$ cat config.mk
export PLATFORM = sky130hd
export DESIGN_NAME = anpd_top
export DESIGN_NICKNAME = d
export VERILOG_FILES = /design/src/pkg/anpd_pkg.sv /design/src/rtl/anpd_top.sv
export VERILOG_INCLUDE_DIRS = /design/src /design/src/pkg
export SDC_FILE = /design/constraint.sdc
export NUM_CORES = 1
export LEC_CHECK = 0
export ABC_AREA = 1
export BUFFER_PORTS_ARGS = -buffer_cell sky130_fd_sc_hd__buf_2
export CELL_PAD_IN_SITES_DETAIL_PLACEMENT = 1
export CELL_PAD_IN_SITES_GLOBAL_PLACEMENT = 2
export CORE_AREA = 3 3 146 148
export CTS_CLUSTER_SIZE = 10
export DETAILED_ROUTE_END_ITERATION = 7
export DIE_AREA = 0 0 149 151
export GPL_TIMING_DRIVEN = 0
export PLACE_DENSITY_LB_ADDON = 0.1
export SLEW_MARGIN = 30
export SYNTH_ARGS = -nofsm -noshare
export SYNTH_HDL_FRONTEND = slang
export SYNTH_SLANG_ARGS = --single-unit
$ cat constraint.sdc
create_clock -name clk -period 2 [get_ports clk]
set_clock_uncertainty 0.05 [all_clocks]
set_input_delay 0.2 -clock clk [delete_from_list [all_inputs] [get_ports clk]]
set_output_delay 0.2 -clock clk [all_outputs]
set_load 0.02 [all_outputs]
$ cat src/pkg/anpd_cfg.svh
// Constants of the negotiation arbiter: offsets, fields, resets, timing.
// Assumes inclusion by bare name; definitions only.
`ifndef ANPD_CFG_SVH
`define ANPD_CFG_SVH
// Register indices; byte address is four times the index
`define ANPD_IDX_CTRL   6'h00
`define ANPD_IDX_STAT   6'h01
`define ANPD_IDX_ADV    6'h04
`define ANPD_IDX_LPA    6'h05
`define ANPD_IDX_EXP    6'h06
`define ANPD_IDX_QP     6'h11
// Control fields
`define ANPD_CTRL_RESTART 9
`define ANPD_CTRL_AN_EN   12
`define ANPD_CTRL_RST     16'h1000
// Status fields
`define ANPD_STAT_DONE  5
`define ANPD_EXP_CAP    0
`define ANPD_EXP_PDF    4
`define ANPD_QP_RATE    15
`define ANPD_QP_DPX     14
`define ANPD_QP_DONE    4
`define ANPD_QP_NOSIG   3
// Ability fields
`define ANPD_AB_10H     5
`define ANPD_AB_10F     6
`define ANPD_AB_100H    7
`define ANPD_AB_100F    8
`define ANPD_AB_T4      9
`define ANPD_ADV_RST    16'h01e1
// Timing
`define ANPD_CLK_MHZ    100
`define ANPD_RESP_US    10
`define ANPD_RESP_CYC   (`ANPD_RESP_US * `ANPD_CLK_MHZ)
`define ANPD_HALF_100   2
`define ANPD_HALF_10    20
`endif

$ cat src/pkg/anpd_pkg.sv
// Types of the negotiation arbiter.
// Assumes the constants header is compiled alongside.
package anpd_pkg;
  // Arbitration states
  typedef enum logic [2:0] {
    ST_IDLE, ST_SEND, ST_DONE, ST_FAULT
  } anpd_state_t;
  // Resolved technology
  typedef enum logic [2:0] {
    TECH_NONE, TECH_10H, TECH_10F, TECH_100H, TECH_100F
  } anpd_tech_t;
endpackage

$ cat src/rtl/anpd_top.sv
// Negotiation arbiter with priority resolution and parallel detection.
// Assumes line receiver indications arrive asynchronously on pins,
// and an Avalon-MM master on the 100 MHz clock.
//
// Overview of operation
// - Burst content comes from local advertisement
// - Received partner word stored in ability register
// - Send bursts, not normal pulses, while negotiating
// - Full negotiation only when both sides enabled
// - Pick highest common technology by ranking
// - Never resolve four-pair; fall through lower
// - Completion sets status and mirror bits
// - Enable chosen technology, power down others
// - No burst reply: parallel detect, clear capable
// - Parallel detect sets detected ability bit
// - Parallel detect completion sets complete bit
// - Only normal pulses: select 10M
// - Scrambled idles: select 100M
// - Burst reply sets partner capable bit
// - No signal sets signal-absent bit
// - Several indications: fault, nothing enabled
// - Parallel detect runs without management
// - MII clock 25 MHz or 2.5 MHz
// - Restart bit returns arbiter to idle
//
// Chosen here: register access over Avalon-MM and the register offsets.
`include "anpd_cfg.svh"
`timescale 1ns/1ps
`default_nettype none

module anpd_top #(
  parameter int RESP_WAIT = `ANPD_RESP_CYC  // Burst reply wait, cycles
) (
  input  wire logic              clk,
  input  wire logic              rst_n,
  input  wire logic [7:0]        avs_address,
  input  wire logic              avs_read,
  input  wire logic              avs_write,
  input  wire logic [31:0]       avs_writedata,
  input  wire logic [3:0]        avs_byteenable,
  output var  logic [31:0]       avs_readdata,
  output logic                   avs_waitrequest,
  input  wire logic              rx_flp_valid,
  input  wire logic [15:0]       rx_flp_word,
  input  wire logic              rx_nlp_seen,
  input  wire logic              rx_idle100_seen,
  output var  logic [15:0]       tx_flp_word,
  output var  logic              tx_flp_en,
  output var  logic              tx_nlp_en,
  output var  logic              en_100,
  output var  logic              en_10,
  output var  logic              full_duplex,
  output var  logic              mii_clk,
  output var  anpd_pkg::anpd_tech_t tech
);
  import anpd_pkg::*;

  ////////////////////////////////////////////////////////////////
  // Pin synchronisers

  logic [18:0] sync_a;        // First stage, read by sync_b only
  logic [18:0] sync_b;        // Second stage
  logic        flp_prev;      // Valid delayed for edge
  logic        flp_pulse;     // New partner word
  logic [15:0] lp_word_s;     // Synchronised partner word
  logic        nlp_s;         // Normal pulses present
  logic        idle_s;        // Scrambled idles present

  // Two flops on every pin input
  always_ff @(posedge clk) begin
    if (!rst_n) begin
      sync_a <= 19'h00000;
      sync_b <= 19'h00000;
    end else begin
      sync_a <= {rx_idle100_seen, rx_nlp_seen, rx_flp_valid,
                 rx_flp_word};
      sync_b <= sync_a;
    end
  end

  // Edge detect after the second stage
  always_ff @(posedge clk) begin
    if (!rst_n) begin
      flp_prev <= 1'b0;
    end else begin
      flp_prev <= sync_b[16];
    end
  end

  assign lp_word_s = sync_b[15:0];
  assign flp_pulse = sync_b[16] & ~flp_prev;
  assign nlp_s     = sync_b[17];
  assign idle_s    = sync_b[18];

  ////////////////////////////////////////////////////////////////
  // Bus slave

  logic        served;        // Second cycle of an access
  logic [5:0]  idx;           // Register index
  logic        wr_go;         // Write commits this edge
  logic [15:0] ctrl;          // Control register
  logic [15:0] adv;           // Local advertisement
  logic [15:0] lpa;           // Partner ability
  logic        done;          // Negotiation complete
  logic        lp_cap;        // Partner can negotiate
  logic        pd_fault;      // Parallel detection fault
  logic        no_sig;        // No signal on receive
  logic        restart;       // Restart strobe
  logic [15:0] wmask;         // Byte lane mask
  logic [15:0] rd_val;        // Read mux

  assign idx   = avs_address[7:2];
  assign wr_go = avs_write & served;
  assign wmask = {{8{avs_byteenable[1]}}, {8{avs_byteenable[0]}}};
  // One wait state for every access
  assign avs_waitrequest = (avs_read | avs_write) & ~served;

  // Access phase tracker
  always_ff @(posedge clk) begin
    if (!rst_n) begin
      served <= 1'b0;
    end else begin
      served <= (avs_read | avs_write) & ~served;
    end
  end

  // Read mux, unmapped reads give zero
  always_comb begin
    rd_val = 16'h0000;
    unique case (idx)
      `ANPD_IDX_CTRL: rd_val = ctrl;
      `ANPD_IDX_STAT: rd_val[`ANPD_STAT_DONE] = done;
      `ANPD_IDX_ADV:  rd_val = adv;
      `ANPD_IDX_LPA:  rd_val = lpa;
      `ANPD_IDX_EXP: begin
        rd_val[`ANPD_EXP_CAP] = lp_cap;
        rd_val[`ANPD_EXP_PDF] = pd_fault;
      end
      `ANPD_IDX_QP: begin
        rd_val[`ANPD_QP_RATE]  = en_100;
        rd_val[`ANPD_QP_DPX]   = full_duplex;
        rd_val[`ANPD_QP_DONE]  = done;
        rd_val[`ANPD_QP_NOSIG] = no_sig;
      end
      default: rd_val = 16'h0000;
    endcase
  end

  // Read data loaded in the wait cycle
  always_ff @(posedge clk) begin
    if (!rst_n) begin
      avs_readdata <= 32'h00000000;
    end else if (avs_read & ~served) begin
      avs_readdata <= {16'h0000, rd_val};
    end
  end

  // Control register; restart bit self-clears
  always_ff @(posedge clk) begin
    if (!rst_n) begin
      ctrl <= `ANPD_CTRL_RST;
    end else if (wr_go && idx == `ANPD_IDX_CTRL) begin
      ctrl <= (ctrl & ~wmask) | (avs_writedata[15:0] & wmask);
      ctrl[`ANPD_CTRL_RESTART] <= 1'b0;
    end
  end

  // Restart strobe from a written one
  assign restart = wr_go && idx == `ANPD_IDX_CTRL &&
                   avs_byteenable[1] &&
                   avs_writedata[`ANPD_CTRL_RESTART];

  // Advertisement register
  always_ff @(posedge clk) begin
    if (!rst_n) begin
      adv <= `ANPD_ADV_RST;
    end else if (wr_go && idx == `ANPD_IDX_ADV) begin
      adv <= (adv & ~wmask) | (avs_writedata[15:0] & wmask);
    end
  end

  // Burst content follows advertisement
  always_ff @(posedge clk) begin
    if (!rst_n) begin
      tx_flp_word <= `ANPD_ADV_RST;
    end else begin
      tx_flp_word <= adv;
    end
  end

  ////////////////////////////////////////////////////////////////
  // Priority resolution

  logic [15:0] common;        // Shared abilities
  anpd_tech_t  pick;          // Best common technology

  // AND then fixed priority; four-pair skipped
  always_comb begin
    common = adv & lp_word_s;
    pick   = TECH_NONE;
    if (common[`ANPD_AB_100F]) begin
      pick = TECH_100F;
    end else if (common[`ANPD_AB_100H]) begin
      pick = TECH_100H;
    end else if (common[`ANPD_AB_10F]) begin
      pick = TECH_10F;
    end else if (common[`ANPD_AB_10H]) begin
      pick = TECH_10H;
    end
  end

  ////////////////////////////////////////////////////////////////
  // Arbitration state machine

  anpd_state_t state;         // Present state
  logic [15:0] wait_cnt;      // Reply wait counter
  logic        an_en;         // Negotiation enabled
  logic        timeout;       // No burst reply in time
  logic        multi;         // Several indications

  assign an_en   = ctrl[`ANPD_CTRL_AN_EN];
  assign timeout = wait_cnt == 16'(RESP_WAIT - 1);
  assign multi   = nlp_s & idle_s;

  // State and technology
  always_ff @(posedge clk) begin
    if (!rst_n) begin
      state <= ST_IDLE;
      tech  <= TECH_NONE;
    end else if (restart || !an_en) begin
      state <= ST_IDLE;
      tech  <= TECH_NONE;
    end else begin
      unique case (state)
        // Start sending bursts
        ST_IDLE: begin
          state <= ST_SEND;
        end
        // Await a reply
        ST_SEND: begin
          if (flp_pulse) begin
            state <= ST_DONE;
            tech  <= pick;
          end else if (timeout) begin
            if (multi) begin
              state <= ST_FAULT;
            end else if (idle_s) begin
              state <= ST_DONE;
              tech  <= TECH_100H;
            end else if (nlp_s) begin
              state <= ST_DONE;
              tech  <= TECH_10H;
            end
          end
        end
        // Hold the result
        ST_DONE: begin
          state <= ST_DONE;
        end
        // Hold the fault until restart
        ST_FAULT: begin
          state <= ST_FAULT;
        end
      endcase
    end
  end

  // Reply wait counter, wraps to retry
  always_ff @(posedge clk) begin
    if (!rst_n || state != ST_SEND || timeout) begin
      wait_cnt <= 16'h0000;
    end else begin
      wait_cnt <= wait_cnt + 16'h0001;
    end
  end

  ////////////////////////////////////////////////////////////////
  // Status bits

  logic pd_done;              // Parallel detection resolves
  assign pd_done = state == ST_SEND && !flp_pulse && timeout &&
                   !multi && (nlp_s || idle_s);

  // Partner ability register
  always_ff @(posedge clk) begin
    if (!rst_n) begin
      lpa <= 16'h0000;
    end else if (state == ST_SEND && flp_pulse) begin
      lpa <= lp_word_s;
    end else if (pd_done) begin
      lpa <= 16'h0000;
      lpa[`ANPD_AB_100H] <= idle_s;
      lpa[`ANPD_AB_10H]  <= nlp_s;
    end
  end

  // Complete, capable and fault flags
  always_ff @(posedge clk) begin
    if (!rst_n) begin
      done     <= 1'b0;
      lp_cap   <= 1'b0;
      pd_fault <= 1'b0;
    end else if (state == ST_SEND && flp_pulse && an_en) begin
      done   <= 1'b1;
      lp_cap <= 1'b1;
    end else if (pd_done && an_en) begin
      done   <= 1'b1;
      lp_cap <= 1'b0;
    end else if (state == ST_SEND && timeout && multi) begin
      pd_fault <= 1'b1;
      lp_cap   <= 1'b0;
    end else if (restart || !an_en) begin
      done <= 1'b0;
    end
  end

  // Signal absence flag
  always_ff @(posedge clk) begin
    if (!rst_n) begin
      no_sig <= 1'b0;
    end else if (flp_pulse || nlp_s || idle_s) begin
      no_sig <= 1'b0;
    end else if (state == ST_SEND && timeout) begin
      no_sig <= 1'b1;
    end
  end

  ////////////////////////////////////////////////////////////////
  // Technology enables and link pulses

  // Chosen modules on, the rest powered down
  always_ff @(posedge clk) begin
    if (!rst_n) begin
      en_100      <= 1'b0;
      en_10       <= 1'b0;
      full_duplex <= 1'b0;
      tx_flp_en   <= 1'b0;
      tx_nlp_en   <= 1'b0;
    end else begin
      en_100      <= tech == TECH_100F || tech == TECH_100H;
      en_10       <= tech == TECH_10F || tech == TECH_10H;
      full_duplex <= tech == TECH_100F || tech == TECH_10F;
      tx_flp_en   <= an_en && state == ST_SEND;
      tx_nlp_en   <= !an_en || state == ST_DONE;
    end
  end

  ////////////////////////////////////////////////////////////////
  // MII clock divider

  logic [4:0] div_cnt;        // Half period counter
  logic [4:0] half;           // Half period length
  assign half = en_100 ? 5'(`ANPD_HALF_100) : 5'(`ANPD_HALF_10);

  // Toggle at each half period
  always_ff @(posedge clk) begin
    if (!rst_n) begin
      div_cnt <= 5'h00;
      mii_clk <= 1'b0;
    end else if (div_cnt >= half - 5'h01) begin
      div_cnt <= 5'h00;
      mii_clk <= ~mii_clk;
    end else begin
      div_cnt <= div_cnt + 5'h01;
    end
  end
endmodule

`default_nettype wire

==> impl_metrics.yaml <==
floorplanning:
  die_area_um2: 22500
  top_level_ports: 125
  initial_utilization_pct: 30.8
  row_cnt: 52
  die-width_um: 149
  core_area_um2: 20200
  die_y_um: 151
cts:
  clock_latency_on_the_worst_skew_pair_ns: 0.43
  cts_tree: "done"
  cts-root-buf: "clkbuf_16"
  cts_max_level: 4
  clock_sinks: 155
  numCtsBuffers: 17
  max-clock-path-buffers: 2
  cts.clk_slew.worst_paths_ns: 0.07
  postCtsSetupRepairBufs: 0
synth:
  yosysSeqAreaShare_pct: 50.0
  average_cell_area_after_synthesis_um2: 7.76
  number_of_enable_type_register_cells_in_the_synthesized_netlist: 0
  synth_cell_types: 40
  synth-async-reset-ratio_pct: 0
  netlist_instances: 799
  yosys_most_used_dff: "dfxtp_1"
  synth.top_cells.by_area: "dfxtp_1 50%, nand2_1 11%, inv_1 6.5%, a21oi_1 5.5%, nor2_1 4.4%"
  synth-warning-count: 0
  post_syn_area_um2: 6200
  synth_seq_cells: 155
  post-synth-top-area-fraction_pct: 50.0
  synth_top_cell_by_area: "dfxtp_1"
place:
  globalplace.congestion: 0.859
  hpwl_after_dpl_um: 14400
  portBuffers: 87
final_layout:
  drive_gt1_share_pct: 19.2
  fill_cells: 2513
  finish.utilization_pct: 39.3
  insertedDiodeCount: 0
  design.final.nets: 1023
  layout_commonest_cell: "nand2_1"
  final_cell_mix: "188 x nand2_1, 155 x dfxtp_1, 107 x inv_1"
  synthToLayoutAreaGrowth_pct: 27.6
power_and_ir_drop:
  total_power_uw: 6740
  vdd.ir_drop.worst_v: 0.000583
  leakagePower_uw: 0.00366
  power.density_nw_per_um2: 851
worst_setup_path:
  reg2regPathDepth: 10
  critical_path.endpoint: "lpa[5]"
  setup.worst_path.end_class: "flop"
  worst_ep_required_time_ns: 2.27
  setup_crit_start: "wait_cnt[0]"
  reg2reg_from: "wait_cnt[0]"
  worstReg2RegEnd: "lpa[5]"
  worst-r2r-setup-slack_ns: 0.24
  critPathMaxFanout: 9
  critical_path_arrival_ns: 2.03
  cp-start-kind: "flop"
  path_class: "flop to flop"
timing:
  rsz0062_at_grt: "false"
  min_period_ns: 1.76
  rel_slew_slack_pct: 50.8
  fin_setup_tns_ns: 0
  worst_slew_pin_slew_ns: 0.738
  max_freq_mhz: 567
  max_transition_viols_final: 0
  post-route-period-util_pct: 88.1
  timing.final.setup_violations: 0
  hold_violations: 0
global_route:
  grt_max_degree: 17
  via_count_of_the_first_global_routing_pass: 5616
  antenna_found_initial: 0
  globalRoute.totalOverflow: 0
  track_usage_pct: 17.1
  grt_pass1_wl_um: 29400
drt:
  detail-route-antenna-nets: 0
  post_drt_via_cell_ratio: 4.43
  post_drt_wl_per_cell_um: 15.0
  dr_total_vias: 5466
  detail_route.first_pass.iterations: 4
  aggregate_routed_wire_length_um: 18500
  drc: 0
  detailed_route_iter0_violations: 220
status:
  outcome: "complete, no violations"
run:
  max_cap_viols: 0
worst_hold_path:
  min-delay-path-class: "input pin to flop"
-- worst max-delay path: stages, from the launching register on --
cell and delay, ns:
dfxtp_1 0.36, ha_1 0.20, nand2_1 0.11, inv_1 0.13, nand2_2 0.08, nor2_4 0.14, nand4_4 0.19, nand2_4 0.19
nand3_1 0.09, nand2_1 0.07, nor2_1 0.05
-- routing by layer --
metal | wire length, um | GRT usage [%]
met3 | 811 | 3.17
met2 | 8900 | 29.3
met1 | 8510 | 22.0
met5 | 0 | 0
met4 | 277 | 5.35
-- synth_stat cells (3+ instances only) --
cell	number
xor2_1	4
nand3_2	6
buf_6	3
a21oi_1	68
nor2_4	8
dfxtp_1	155
nand4_1	7
nor2_1	73
nor3_1	9
o211ai_2	5
clkbuf_1	15
o21ai_1	4
nand2_2	4
o21ai_0	30
o211ai_1	5
nand3_1	49
inv_1	107
inv_2	5
nand2_1	188
ha_1	4
nor3b_1	3
buf_4	20
buf_2	5
-- worst min path at each step --
| stage | startpoint | end | slack [ns] | cells past startpoint |
|---|---|---|---|---|
| 4_1_cts | avs_read | served | 0.003 | 3 |
| 2_1_floorplan | rx_flp_word[0] | sync_a[0] | 0.25 | 2 |
| 6_report | avs_read | served | 0.02 | 3 |
| 3_3_place_gp | rx_flp_word[4] | sync_a[4] | 0.33 | 3 |
| 5_1_grt | avs_read | served | 0.01 | 3 |
| 3_5_place_dp | rx_flp_word[8] | sync_a[8] | 0.34 | 3 |
-- power breakdown --
group	internal (uW)	total, uW	switching (uW)
Combinational	169	432	263
Sequential	3150	3180	30.7
Clock	1740	3130	1390
Total	5060	6740	1680
-- layout make-up --
cell class	instances	area [um^2]	area share, %
Tap cell	270	338	4.27
Buffer	43	265	3.35
Inverter	113	424	5.36
Clock buffer	18	429	5.42
Multi-Input combinational cell	503	2470	31.2
Clock inverter	14	135	1.71
Sequential cell	155	3100	39.2
Timing Repair Buffer	119	756	9.54
-- through the flow --
step	setup WS, ns	instance area (um^2)	hold slack (ns)	std cells
2_1_floorplan	0.538	6260	0.248	814
3_3_place_gp	0.0961	7030	0.333	1171
3_5_place_dp	0.105	7030	0.336	1171
4_1_cts	0.216	7920	0.00344	1235
5_1_grt	0.0754	7920	0.0121	1235
6_report	0.238	7920	0.0180	1235
-- logic make-up (layout without fill, tap and decap cells) --
logic type / after synthesis / count (layout) / share of synthesized area (%)
XOR/XNOR: 6 / 6 / 0.847
adder cells (fa/ha/maj): 4 / 4 / 0.807
flip-flops: 155 / 155 / 50.0
other: 1 / 16 / 0.0605
AO/OA/AOI/OAI: 120 / 120 / 10.8
buffers and inverters: 156 / 307 / 11.1
AND/OR/NAND/NOR: 357 / 357 / 26.3
-- what timing repair did --
action,CTS,global route
hold buffers,32,0
hold endpoints to repair,37,0
gates resized for setup,0,0
(Power assumes the default switching activity.)
